**config.mk**
```make
export PLATFORM = sky130hd
export DESIGN_NAME = sfc_channel
export DESIGN_NICKNAME = d
export VERILOG_FILES = /design/src/sfc_pkg.sv /design/src/sfc_fifo.sv /design/src/sfc_channel.sv
export SDC_FILE = /design/constraint.sdc
export NUM_CORES = 1
export LEC_CHECK = 0
export BUFFER_PORTS_ARGS = -buffer_cell sky130_fd_sc_hd__buf_2
export CORE_ASPECT_RATIO = 1.2
export CORE_MARGIN = 4
export CORE_UTILIZATION = 45
export CTS_BUF_LIST = sky130_fd_sc_hd__clkbuf_16
export CTS_CLUSTER_DIAMETER = 200
export DETAILED_ROUTE_END_ITERATION = 8
export SYNTH_ARGS = -nofsm -noshare
export SYNTH_HDL_FRONTEND = slang
export SYNTH_SLANG_ARGS = --single-unit
```
**constraint.sdc**
```tcl
create_clock -name sys_clk -period 4.7 [get_ports sys_clk]
set_input_delay 0 -clock sys_clk [delete_from_list [all_inputs] [get_ports sys_clk]]
set_output_delay 0 -clock sys_clk [all_outputs]
set_load 0.05 [all_outputs]
```
**src/sfc_pkg.sv**
```systemverilog
package sfc_pkg;
   // ----------------------------------------------------------------
   // Sizes
   // ----------------------------------------------------------------
   localparam int DATA_W     = 8;
   localparam int FIFO_DEPTH = 16;
   localparam int CNT_W      = 5;

   // ----------------------------------------------------------------
   // Register offsets on the CPU port
   // ----------------------------------------------------------------
   localparam logic [3:0] ADDR_MODE    = 4'h0;
   localparam logic [3:0] ADDR_TX_DATA = 4'h6;
   localparam logic [3:0] ADDR_RX_DATA = 4'hc;
   localparam logic [7:0] MODE_RESET   = 8'h00;
   localparam logic [7:0] READ_ZERO    = 8'h00;

   // ----------------------------------------------------------------
   // Mode register fields
   // ----------------------------------------------------------------
   localparam int MODE_SYNC   = 7;
   localparam int MODE_CHAR7  = 6;
   localparam int MODE_PAR_EN = 5;
   localparam int MODE_ODD    = 4;
   localparam int MODE_STOP2  = 3;
   localparam int MODE_MP     = 2;
   localparam int MODE_PRE_HI = 1;
   localparam int MODE_PRE_LO = 0;
   localparam int MODE_PW_HI  = 6;
   localparam int MODE_PW_LO  = 3;

   // ----------------------------------------------------------------
   // Timing
   // ----------------------------------------------------------------
   localparam logic [5:0] PRE_MASK_1  = 6'h00;
   localparam logic [5:0] PRE_MASK_4  = 6'h03;
   localparam logic [5:0] PRE_MASK_16 = 6'h0f;
   localparam logic [5:0] PRE_MASK_64 = 6'h3f;
   localparam logic [3:0] PHASE_LAST  = 4'hf;
   localparam logic [3:0] PHASE_MID   = 4'h7;
   localparam logic [7:0] IR_UNIT     = 8'h04;
   localparam logic [2:0] LAST_BIT_8  = 3'h7;
   localparam logic [2:0] LAST_BIT_7  = 3'h6;

   typedef enum logic [2:0] {
      ST_IDLE  = 3'b000,
      ST_START = 3'b001,
      ST_DATA  = 3'b010,
      ST_EXTRA = 3'b011,
      ST_STOP  = 3'b100
   } sfc_frame_type;
endpackage

```
**src/sfc_fifo.sv**
```systemverilog
`timescale 1ns/10ps
module sfc_fifo #(
   parameter int W     = 8,
   parameter int DEPTH = 16,
   parameter int CW    = 5
) (
   input  wire logic          sys_clk,
   input  wire logic          rst_n,
   input  wire logic          push,
   input  wire logic [W-1:0]  push_data,
   input  wire logic          pop,
   output logic      [W-1:0]  pop_data,
   output logic               full,
   output logic               empty,
   output logic      [CW-1:0] count
);
   localparam int AW = $clog2(DEPTH);

   logic [W-1:0]  mem [DEPTH];
   logic [AW-1:0] wr_ptr;
   logic [AW-1:0] rd_ptr;
   wire           push_ok = push && !full;
   wire           pop_ok  = pop && !empty;

   function automatic logic [AW-1:0] wrap_inc(input logic [AW-1:0] p);
      if (p == AW'(DEPTH - 1)) return '0;
      return p + 1'b1;
   endfunction

   assign full     = (count == CW'(DEPTH));
   assign empty    = (count == '0);
   assign pop_data = mem[rd_ptr];

   always_ff @(posedge sys_clk) begin
      if (push_ok) begin
         mem[wr_ptr] <= push_data;
      end
   end

   always_ff @(posedge sys_clk) begin
      if (!rst_n) begin
         wr_ptr <= '0;
         rd_ptr <= '0;
         count  <= '0;
      end else begin
         if (push_ok) wr_ptr <= wrap_inc(wr_ptr);
         if (pop_ok) rd_ptr <= wrap_inc(rd_ptr);
         if (push_ok && !pop_ok) count <= count + 1'b1;
         else if (pop_ok && !push_ok) count <= count - 1'b1;
      end
   end
endmodule

```
**src/sfc_channel.sv**
```systemverilog
`timescale 1ns/10ps
// Notes on behaviour
// - Receive pin shifts in, configurable bit order
// - Receive queue sixteen bytes, read only
// - Receiver rearms right after storing byte
// - Empty receive read undefined, state kept
// - Full receive queue drops new characters
// - Empty shifter loads oldest queued byte
// - Transmit serially, gapless while queue nonempty
// - Transmit queue sixteen, full writes dropped
// - Transmit queue write only, reads harmless
// - Shifters never mapped for CPU access
// - Mode register cleared by reset, standby
// - Mode bit 7 selects clocked synchronous
// - Bit 6 picks seven bits, async only
// - Seven bit mode drops data bit 7
// - Bit 5 enables parity, async only
// - Bit 4 picks odd, else even parity
// - Bit 3 two stop bits, sync none
// - Receiver checks first stop bit only
// - Bit 2 multiprocessor format overrides parity
// - Bits 1:0 choose prescale 1/4/16/64
// - Infrared reuses bits 6:3 for pulse width
module sfc_channel
   import sfc_pkg::*;
(
   input  wire logic                     sys_clk,
   input  wire logic                     rst_n,
   input  wire logic                     module_standby,
   input  wire logic [3:0]               cpu_addr,
   input  wire logic                     cpu_wr,
   input  wire logic                     cpu_rd,
   input  wire logic [sfc_pkg::DATA_W-1:0] cpu_wdata,
   output logic      [sfc_pkg::DATA_W-1:0] cpu_rdata,
   input  wire logic                     tx_enable,
   input  wire logic                     rx_enable,
   input  wire logic                     msb_first,
   input  wire logic                     infrared_mode,
   input  wire logic [7:0]               bit_rate_div,
   input  wire logic                     mp_bit_tx,
   input  wire logic                     rx_pin,
   output logic                          tx_pin,
   output logic                          sck_out,
   output logic                          rx_parity_error,
   output logic                          rx_framing_error,
   output logic                          rx_mp_bit,
   output logic      [sfc_pkg::CNT_W-1:0] rx_fifo_count,
   output logic      [sfc_pkg::CNT_W-1:0] tx_fifo_count
);
   import sfc_pkg::*;

   // ----------------------------------------------------------------
   // Mode register and CPU port
   // ----------------------------------------------------------------
   logic [7:0] serial_format_mode;

   wire sel_mode = (cpu_addr == ADDR_MODE);
   wire sel_tx   = (cpu_addr == ADDR_TX_DATA);
   wire sel_rx   = (cpu_addr == ADDR_RX_DATA);

   // Writing the receive queue or reading the transmit queue does nothing
   wire tx_wr_req = cpu_wr && sel_tx;
   wire rx_rd_req = cpu_rd && sel_rx;

   wire sync_mode = serial_format_mode[MODE_SYNC] && !infrared_mode;
   wire char7     = serial_format_mode[MODE_CHAR7] && !sync_mode
                    && !infrared_mode;
   wire mp_on     = serial_format_mode[MODE_MP] && !sync_mode
                    && !infrared_mode;
   wire par_on    = serial_format_mode[MODE_PAR_EN] && !sync_mode
                    && !mp_on && !infrared_mode;
   wire odd_par   = serial_format_mode[MODE_ODD];
   wire stop2     = serial_format_mode[MODE_STOP2] && !infrared_mode;
   wire extra_on  = par_on || mp_on;
   wire [3:0] pw_sel = serial_format_mode[MODE_PW_HI:MODE_PW_LO];
   wire [1:0] pre_sel = serial_format_mode[MODE_PRE_HI:MODE_PRE_LO];

   always_ff @(posedge sys_clk) begin
      if (!rst_n || module_standby) begin
         serial_format_mode <= MODE_RESET;
      end else if (cpu_wr && sel_mode) begin
         serial_format_mode <= cpu_wdata;
      end
   end

   logic [7:0] rx_head;

   // Shifters have no address, so no read path reaches them
   always_ff @(posedge sys_clk) begin
      if (!rst_n) begin
         cpu_rdata <= READ_ZERO;
      end else if (cpu_rd) begin
         if (sel_mode) cpu_rdata <= serial_format_mode;
         else if (sel_rx) cpu_rdata <= rx_head;
         else cpu_rdata <= READ_ZERO;
      end
   end

   // ----------------------------------------------------------------
   // Baud generator: prescale, then divide to sixteen ticks per bit
   // ----------------------------------------------------------------
   logic [5:0] pre_cnt;
   logic [7:0] div_cnt;
   logic       tick;
   wire  [5:0] pre_mask = (pre_sel == 2'h0) ? PRE_MASK_1 :
                          (pre_sel == 2'h1) ? PRE_MASK_4 :
                          (pre_sel == 2'h2) ? PRE_MASK_16 : PRE_MASK_64;
   wire        pre_tick = ((pre_cnt & pre_mask) == pre_mask);

   always_ff @(posedge sys_clk) begin
      if (!rst_n) begin
         pre_cnt <= '0;
         div_cnt <= '0;
         tick    <= 1'b0;
      end else begin
         pre_cnt <= pre_cnt + 1'b1;
         tick    <= pre_tick && (div_cnt == '0);
         if (pre_tick) div_cnt <= (div_cnt == '0) ? bit_rate_div : div_cnt - 1'b1;
      end
   end

   function automatic logic [2:0] bit_index(input logic [2:0] cnt, input logic msb,
                                            input logic c7);
      if (!msb) return cnt;
      if (c7) return LAST_BIT_7 - cnt;
      return LAST_BIT_8 - cnt;
   endfunction

   wire [2:0] last_bit = char7 ? LAST_BIT_7 : LAST_BIT_8;

   // ----------------------------------------------------------------
   // Receive path
   // ----------------------------------------------------------------
   logic          rx_meta;
   logic          rx_s;
   sfc_frame_type rx_state;
   logic [3:0]    rx_phase;
   logic [2:0]    rx_cnt;
   logic [7:0]    receive_shifter;
   logic          rx_extra;
   logic          rx_full;
   logic          rx_empty;

   always_ff @(posedge sys_clk) begin
      if (!rst_n) begin
         rx_meta <= 1'b1;
         rx_s    <= 1'b1;
      end else begin
         rx_meta <= rx_pin;
         rx_s    <= rx_meta;
      end
   end

   // Infrared pulses mark zero bits
   wire       rx_bit    = infrared_mode ? !rx_s : rx_s;
   wire       rx_sample = tick && (rx_phase == PHASE_LAST);
   wire [2:0] rx_idx    = bit_index(rx_cnt, msb_first, char7);
   wire       rx_data_last = rx_sample && (rx_state == ST_DATA) && (rx_cnt == last_bit);
   wire       rx_stop_done = rx_sample && (rx_state == ST_STOP);
   wire       rx_par_bad   = par_on && ((^receive_shifter) ^ rx_extra ^ odd_par);

   logic [7:0] rx_word;
   always_comb begin
      rx_word = receive_shifter;
      if (sync_mode) rx_word[rx_idx] = rx_bit;
   end

   wire rx_push = (sync_mode && rx_data_last) || (!sync_mode && rx_stop_done);

   always_ff @(posedge sys_clk) begin
      if (!rst_n || !rx_enable) begin
         rx_state        <= ST_IDLE;
         rx_phase        <= '0;
         rx_cnt          <= '0;
         receive_shifter <= '0;
         rx_extra        <= 1'b0;
      end else begin
         if (tick) rx_phase <= rx_phase + 1'b1;
         unique case (rx_state)
            ST_IDLE: begin
               rx_phase        <= '0;
               rx_cnt          <= '0;
               receive_shifter <= '0;
               if (sync_mode) rx_state <= ST_DATA;
               else if (!rx_bit) rx_state <= ST_START;
            end
            ST_START: begin
               if (tick && rx_phase == PHASE_MID) begin
                  rx_phase <= '0;
                  rx_state <= rx_bit ? ST_IDLE : ST_DATA;
               end
            end
            ST_DATA: begin
               if (rx_sample) begin
                  receive_shifter[rx_idx] <= rx_bit;
                  rx_cnt <= rx_cnt + 1'b1;
                  if (rx_cnt == last_bit) begin
                     rx_cnt <= '0;
                     if (sync_mode) receive_shifter <= '0;
                     else rx_state <= extra_on ? ST_EXTRA : ST_STOP;
                  end
               end
            end
            ST_EXTRA: begin
               if (rx_sample) begin
                  rx_extra <= rx_bit;
                  rx_state <= ST_STOP;
               end
            end
            // Only the first stop bit is looked at; a low second one starts a frame
            ST_STOP: begin
               if (rx_sample) rx_state <= ST_IDLE;
            end
            default: rx_state <= ST_IDLE;
         endcase
      end
   end

   always_ff @(posedge sys_clk) begin
      if (!rst_n) begin
         rx_parity_error  <= 1'b0;
         rx_framing_error <= 1'b0;
         rx_mp_bit        <= 1'b0;
      end else if (rx_stop_done) begin
         rx_framing_error <= !rx_bit;
         rx_parity_error  <= rx_par_bad;
         rx_mp_bit        <= mp_on && rx_extra;
      end
   end

   // Full queue refuses the push, so the character is lost
   sfc_fifo #(.W(DATA_W), .DEPTH(FIFO_DEPTH), .CW(CNT_W)) u_rx_fifo (
      .sys_clk   (sys_clk),
      .rst_n     (rst_n),
      .push      (rx_push),
      .push_data (rx_word),
      .pop       (rx_rd_req),
      .pop_data  (rx_head),
      .full      (rx_full),
      .empty     (rx_empty),
      .count     (rx_fifo_count)
   );

   // ----------------------------------------------------------------
   // Transmit path
   // ----------------------------------------------------------------
   sfc_frame_type tx_state;
   logic [3:0]    tx_phase;
   logic [2:0]    tx_cnt;
   logic [7:0]    transmit_shifter;
   logic [7:0]    tx_head;
   logic          tx_full;
   logic          tx_empty;
   logic [7:0]    ir_cnt;

   wire       tx_bit_end = tick && (tx_phase == PHASE_LAST);
   wire [2:0] tx_idx     = bit_index(tx_cnt, msb_first, char7);
   wire       tx_par_bit = (^transmit_shifter) ^ odd_par;
   wire       tx_last_bit =
      tx_bit_end && ((tx_state == ST_STOP && (tx_cnt == '0) == !stop2) ||
                     (tx_state == ST_DATA && sync_mode && tx_cnt == LAST_BIT_8));
   wire       tx_load = tx_enable && !tx_empty &&
                        (tx_state == ST_IDLE || tx_last_bit);
   wire [7:0] tx_load_data = char7 ? {1'b0, tx_head[6:0]} : tx_head;

   logic tx_level;
   always_comb begin
      unique case (tx_state)
         ST_START: tx_level = 1'b0;
         ST_DATA:  tx_level = transmit_shifter[tx_idx];
         ST_EXTRA: tx_level = mp_on ? mp_bit_tx : tx_par_bit;
         default:  tx_level = 1'b1;
      endcase
   end

   always_ff @(posedge sys_clk) begin
      if (!rst_n) begin
         tx_state         <= ST_IDLE;
         tx_phase         <= '0;
         tx_cnt           <= '0;
         transmit_shifter <= '0;
      end else if (tx_load) begin
         tx_state         <= sync_mode ? ST_DATA : ST_START;
         tx_phase         <= '0;
         tx_cnt           <= '0;
         transmit_shifter <= tx_load_data;
      end else if (tx_last_bit || (tx_state == ST_IDLE)) begin
         tx_state <= ST_IDLE;
         tx_phase <= '0;
      end else begin
         if (tick) tx_phase <= tx_phase + 1'b1;
         if (tx_bit_end) begin
            unique case (tx_state)
               ST_START: tx_state <= ST_DATA;
               ST_DATA: begin
                  tx_cnt <= tx_cnt + 1'b1;
                  if (tx_cnt == last_bit) begin
                     tx_cnt   <= '0;
                     tx_state <= extra_on ? ST_EXTRA : ST_STOP;
                  end
               end
               ST_EXTRA: tx_state <= ST_STOP;
               ST_STOP:  tx_cnt <= tx_cnt + 1'b1;
               default:  tx_state <= ST_IDLE;
            endcase
         end
      end
   end

   // Infrared: a zero bit becomes a short high pulse at its start
   wire [7:0] ir_width = 8'((pw_sel + 5'h01) * IR_UNIT);
   wire       bit_start = tx_load || tx_bit_end;

   always_ff @(posedge sys_clk) begin
      if (!rst_n) begin
         ir_cnt  <= '0;
         tx_pin  <= 1'b1;
         sck_out <= 1'b1;
      end else begin
         if (bit_start) ir_cnt <= '0;
         else if (ir_cnt != 8'hff) ir_cnt <= ir_cnt + 1'b1;
         tx_pin  <= infrared_mode ? (!tx_level && ir_cnt < ir_width) : tx_level;
         sck_out <= !(sync_mode && tx_state == ST_DATA) || tx_phase[3];
      end
   end

   sfc_fifo #(.W(DATA_W), .DEPTH(FIFO_DEPTH), .CW(CNT_W)) u_tx_fifo (
      .sys_clk   (sys_clk),
      .rst_n     (rst_n),
      .push      (tx_wr_req),
      .push_data (cpu_wdata),
      .pop       (tx_load),
      .pop_data  (tx_head),
      .full      (tx_full),
      .empty     (tx_empty),
      .count     (tx_fifo_count)
   );
endmodule

```
==> impl_metrics.toml, run 1 <==
[clock_tree]
clock_sinks = 373
root_buffer = "clkbuf_16"
tritoncts.num_buffers = 40
cts_resized = 0
clk_pin_slew_worst_paths_ns = 0.06
cts_buffer_depth = 3
cts_tree = "done"
clk_latency_ns = 0.56
h-tree-depth = 2

[placed_design]
port_buffers = 53
post-dp-hpwl_um = 24000
place_congestion = 0.858
placed_area_um2 = 17200

[hold_path]
min_path_type = "in -> reg"

[timing]
max-slew-margin-rel_pct = 15.3
period_share_pct = 72.4
report.final.slew_viol_count = 0
setup_viol = 0
rsz0062_at_grt = "false"
hold_violations = 0
skew_ns = 0.0217
finalSetupTns_ns = 0
max_freq_ghz = 0.294
period_needed_ns = 3.40
tightest_slew_ns = 1.27

[synthesis]
syn_area_um2 = 16400
synthTopCellsByArea = "edfxtp_1 (47%), dfxtp_1 (14%), mux4_2 (9.8%)"
synth_edf_count = 256
synth_ff_type = "edfxtp_1"
synth-async-reset-ratio_pct = 0
syn_area_per_cell_um2 = 13.2
ys_seq_area_share_pct = 61.3
syn_nets = 1305
synth_top_area_share_pct = 47.0
ys_types = 64
ys.warnings.count = 0
synth-seq-cells = 373
synth_top_area_cell = "edfxtp_1"
postSynthCellCount = 1237

[floorplan]
die_x_um = 182
core_area_um2 = 35900
dieArea_um2 = 39500
die_y_um = 217
initial_core_util_pct = 45.5
row_count = 76
io_pins = 54

[power_and_ir_drop]
power.leakage_nw = 6.18
vdd_ir_drop_max_uv = 316
cellPowerDensity_nw_per_um2 = 449

[setup_path]
cp.required_ns = 5.16
cp.arrival_ns = 3.87
critical_path_class = "reg -> reg"
cp-start-kind = "flop"
slowest_stage = "dfxtp_1"
path_max_fanout = 14
cpPeakStageDelay_ns = 0.61
crit_chain = "inv_1, or4_1, a21oi_4, ha_1, inv_1, fa_1, a21o_1, a21oi_1, xnor2_1, or3_1, a21oi_1"
endpoint_kind = "flop"

[global_route]
grt_max_degree = 56
grt_pass1_vias = 10300
antenna_found_initial = 1
grtUsageTotal_pct = 18.7
grt-ovfl-total = 0
grt_pass1_wl_um = 58300

[routing]
route.vias.total = 10400
drt-initial-drc-count = 885
drt-wirelength-per-cell_um = 19.9
drcViolationCount = 0
dr.pass1.iters = 6
viasPerCell = 5.66
ant_nets = 0
wirelength_um = 36500

[layout]
layout.nets = 1397
drive_above_1_share_pct = 16.6
syn_to_final_growth_pct = 15.9
n_fill_cell = 3019
final_design_area_no_fill_um2 = 19000

[status]
status = "complete, no violations"

[job]
max_cap_violations = 0
==> final timing paths <==
path	startpoint	endpoint	slack [ns]	cells past startpoint
worst max register to register	rx_cnt[0]	u_rx_fifo.count[4]	1.30	11
worst min-delay path	tx_enable	transmit_shifter[0]	0.05	5
worst min register to register	rx_meta	rx_s	0.41	1
worst max-delay path	rx_cnt[0]	u_rx_fifo.count[4]	1.30	11
==> sequential cells by signal, summed over array words and instances, names as in the netlist, 5 cells and up, named ones only <==
name and count:
ir_cnt 8, u_tx_fifo.mem 128, cpu_rdata 8, transmit_shifter 8, u_tx_fifo.count 5, u_rx_fifo.count 5, serial_format_mode 8, div_cnt 8
pre_cnt 6, receive_shifter 8, u_rx_fifo.mem 128
==> per-layer routing <==
layer / global-route usage (%) / up-vias / share of wire, %
li1: - / 4914 / -
met1: 25.6 / 5125 / 44
met2: 30.7 / 247 / 48
met3: 3.54 / 62 / 5.5
met4: 5.46 / 2 / 2.7
met5: 0 / - / 0.036
==> area by class of cell <==
class,count,area (µm²),share of cell area [%]
diodes,1,2.50,0.0132
clock buffers,40,1000,5.28
clock inverters,34,444,2.34
inverters,27,101,0.534
multi-input cells,770,5960,31.4
flip-flops and latches,373,10000,52.9
well taps,468,586,3.09
repair buffers,117,836,4.41
==> where the power goes <==
| group | total [mW] | internal (mW) | leakage [nW] | switching (mW) |
|---|---|---|---|---|
| combinational | 1.31 | 0.590 | 2.29 | 0.722 |
| clock | 3.41 | 2.07 | 0.717 | 1.34 |
| sequential | 3.79 | 3.60 | 3.17 | 0.187 |
==> metrics by stage <==
stage / setup WS [ns] / total power [mW] / instances / hold WS, ns / utilization (%)
finish: 1.30 / 8.51 / 1830 / 0.0511 / 52.8
global route: 1.06 / 8.91 / 1829 / 0.0652 / 52.7
CTS: 1.32 / 8.59 / 1829 / 0.0223 / 52.7
detailed placement: 1.36 / 5.15 / 1719 / 0.191 / 47.7
global placement: 1.39 / 5.12 / 1719 / 0.186 / 47.7
floorplan: 1.30 / 4.82 / 1237 / 0.0989 / -
==> what timing repair did <==
| item | 4_1_cts | 5_1_grt |
|---|---|---|
| endpoints found under the hold margin | 164 | 0 |
| buffers inserted | 0 | 0 |
| hold buffers | 36 | 0 |
==> critical path, delay by kind of cell, from the launching register on <==
| family | cells | cell delay [ns] |
|---|---|---|
| buffers and inverters | 2 | 0.27 |
| AO/OA/AOI/OAI | 4 | 0.82 |
| adder cells (fa/ha/maj) | 2 | 0.67 |
| flip-flops | 1 | 0.61 |
| AND/OR/NAND/NOR | 2 | 0.85 |
| XOR/XNOR | 1 | 0.09 |
==> synth_stat cells, drive strengths merged (4+ instances only) <==
library cell	instances
nand3	42
nand2b	14
xnor2	32
nand4	11
mux4	71
nor3b	8
inv	27
and3	7
o21a	15
buf	26
or3b	4
o21ai	50
nor2	117
or3	4
a211oi	28
and2	7
or4	7
edfxtp	256
nand2	63
ha	35
nor2b	16
mux2i	21
nor3	19
a21o	7
dfxtp	117
o31ai	7
xor2	17
clkbuf	41
o211ai	4
a31oi	14
a21oi	100
a22oi	9
==> cell usage in the layout, fill, tap and decap left out, types with 8 or more instances in the layout <==
cell	synthesis	layout
nor3_1	18	18
edfxtp_1	256	256
nor2_1	117	117
nand2b_1	14	14
clkbuf_16	0	40
nand2_1	63	63
mux2i_1	21	21
xor2_1	17	17
mux4_2	71	71
dlygate4sd3_1	0	36
o21ai_0	48	48
bufinv_16	0	9
clkinv_1	0	8
o21a_1	15	15
a211oi_1	28	28
nor2b_1	16	16
nand3_1	42	42
a22oi_1	9	9
xnor2_1	32	32
inv_1	27	30
nor3b_1	8	8
dfxtp_1	117	115
nand4_1	11	11
buf_4	1	28
ha_1	35	35
a21oi_1	99	99
buf_2	12	53
a31oi_1	14	14
==> logic make-up (layout without fill, tap and decap cells) <==
logic type / Yosys count / count (layout) / synth area share, %
other: 0 / 1 / 0
AOI/OAI and AO/OA: 259 / 259 / 9.76
muxes: 93 / 93 / 11.1
xor gates and xnor gates: 50 / 50 / 2.76
adders and majority gates: 37 / 37 / 2.92
DFF: 373 / 373 / 61.3
and+or+nand+nor: 331 / 331 / 9.82
buffers and inverters: 94 / 218 / 2.32
Note: power is estimated with default switching activity, not from simulation.
==> run 2: changes to the inputs <==
- clock period: 4.7 -> 3.4 ns (I/O delays scaled with it)
==> impl_metrics.toml, run 2 (synthesis results as in run 1) <==
[global_route]
grt_pass1_wl_um = 58500
grt-ovfl-total = 0
antenna_found_initial = 1
grt_max_degree = 44
grt_pass1_vias = 10300
grtUsageTotal_pct = 18.7

[placed_design]
post-dp-hpwl_um = 25200
place_congestion = 0.866
dp.cells = 1754
dp_slack_ns = 0.314
port_buffers = 53

[timing]
setup_viol = 0
rsz0062_at_grt = "false"
tightest_slew_ns = 0.948
hold_slack_ns = 0.0531
period_share_pct = 91.7
skew_ns = 0.0320
max_freq_ghz = 0.321
max-slew-margin-rel_pct = 36.3
finalSetupTns_ns = 0
period_needed_ns = 3.12
setup_slack_ns = 0.281
report.final.slew_viol_count = 0
hold_violations = 0

[routing]
route.vias.total = 10400
drt-initial-drc-count = 765
wirelength_um = 36900
drt-wirelength-per-cell_um = 19.8
ant_nets = 0
dr.pass1.iters = 8
viasPerCell = 5.59
drcViolationCount = 0

[floorplan]
die_x_um = 182
die_y_um = 217
initial_core_util_pct = 45.5
dieArea_um2 = 39500
io_pins = 54
core_area_um2 = 35900
row_count = 76

[clock_tree]
clk_pin_slew_worst_paths_ns = 0.06
h-tree-depth = 2
cts_hold_buf = 34
cts_tree = "done"
cts_buffer_depth = 3
cts_setup_buffers = 0
clk_latency_ns = 0.55
tritoncts.num_buffers = 41
cts_resized = 0
root_buffer = "clkbuf_16"
clock_sinks = 373

[job]
max_cap_violations = 0

[status]
status = "complete, no violations"

[layout]
layout.nets = 1431
multi_input_area_um2 = 5960
drive_above_1_share_pct = 18.4
reg.largest.list = "u_rx_fifo.mem (128), u_tx_fifo.mem (128)"
syn_to_final_growth_pct = 16.5
final_cells = 1861
n_fill_cell = 3050
layout_commonest_cell = "edfxtp_1"
layout_common_cells = "edfxtp_1 (256), nor2_1 (117), dfxtp_1 (115)"
antenna_cells = 0
seqCellArea_um2 = 10000

[power_and_ir_drop]
power.leakage_nw = 6.30
vdd_ir_drop_max_uv = 417
cellPowerDensity_nw_per_um2 = 595

[setup_path]
r2r_cells = 16
critical_path_class = "reg -> reg"
cp.arrival_ns = 3.52
endpoint_kind = "flop"
cp.required_ns = 3.80
path_max_fanout = 5
cp-start-kind = "flop"

[hold_path]
min_path_type = "in -> reg"
whs_path_depth = 5
[run 2: cell types whose count changed in the layout (fill, tap and decap cells not counted), sizes merged, moves of 2 or more]
cell,change
clkinv,-2
buf,+35
inv,+5
bufinv,-6
dlygate4sd3,-2
[run 2: per-stage QoR]
step	util (%)	power, mW	area, µm²
after floorplan	-	6.67	16400
after global placement	48.5	7.14	17400
after detailed placement	48.5	7.17	17400
after CTS	53.0	11.4	19100
after global routing	53.0	11.9	19100
final	53.0	11.3	19100
[run 2: report_power, final]
group,switching [mW],internal [mW],total (mW)
clock,1.79,2.44,4.23
sequential,0.218,4.98,5.20
combinational,1.07,0.839,1.91
total,3.08,8.26,11.3
[run 2: area by class of cell]
| cell class | instances | share of cell area (%) |
|---|---|---|
| well taps | 468 | 3.07 |
| repair buffers | 150 | 5.73 |
| flip-flops and latches | 373 | 52.6 |
| multi-input cells | 770 | 31.3 |
| inverters | 27 | 0.532 |
| clock buffers | 41 | 5.38 |
| clock inverters | 32 | 1.36 |
[run 2: metal layers]
layer | GRT usage (%) | vias to the layer above | part of all wire, %
li1 | - | 4955 | -
met1 | 26.2 | 5181 | 45
met2 | 30.8 | 208 | 48
met3 | 2.83 | 55 | 4.3
met4 | 5.08 | 2 | 2.3
met5 | 0 | - | 0.035
[run 2: final timing paths]
kind / from / to / slack [ns]
min: tx_enable / transmit_shifter[5] / 0.05
max: tx_cnt[0] / u_tx_fifo.count[4] / 0.28
max reg2reg: tx_cnt[0] / u_tx_fifo.count[4] / 0.28
min reg2reg: rx_meta / rx_s / 0.44
[run 2: critical path, cell delays in order, from the launching register on]
cell      delay [ns]
dfxtp_1         0.42
inv_1           0.11
ha_1            0.20
nand2b_1        0.08
xnor2_1         0.14
a21boi_1        0.14
o21ai_2         0.19
nand2_1         0.08
ha_1            0.23
inv_1           0.14
ha_1            0.25
nor2b_1         0.14
o21a_1          0.18
or3_1           0.31
a21oi_1         0.19
xnor2_1         0.14
nor2_1          0.05
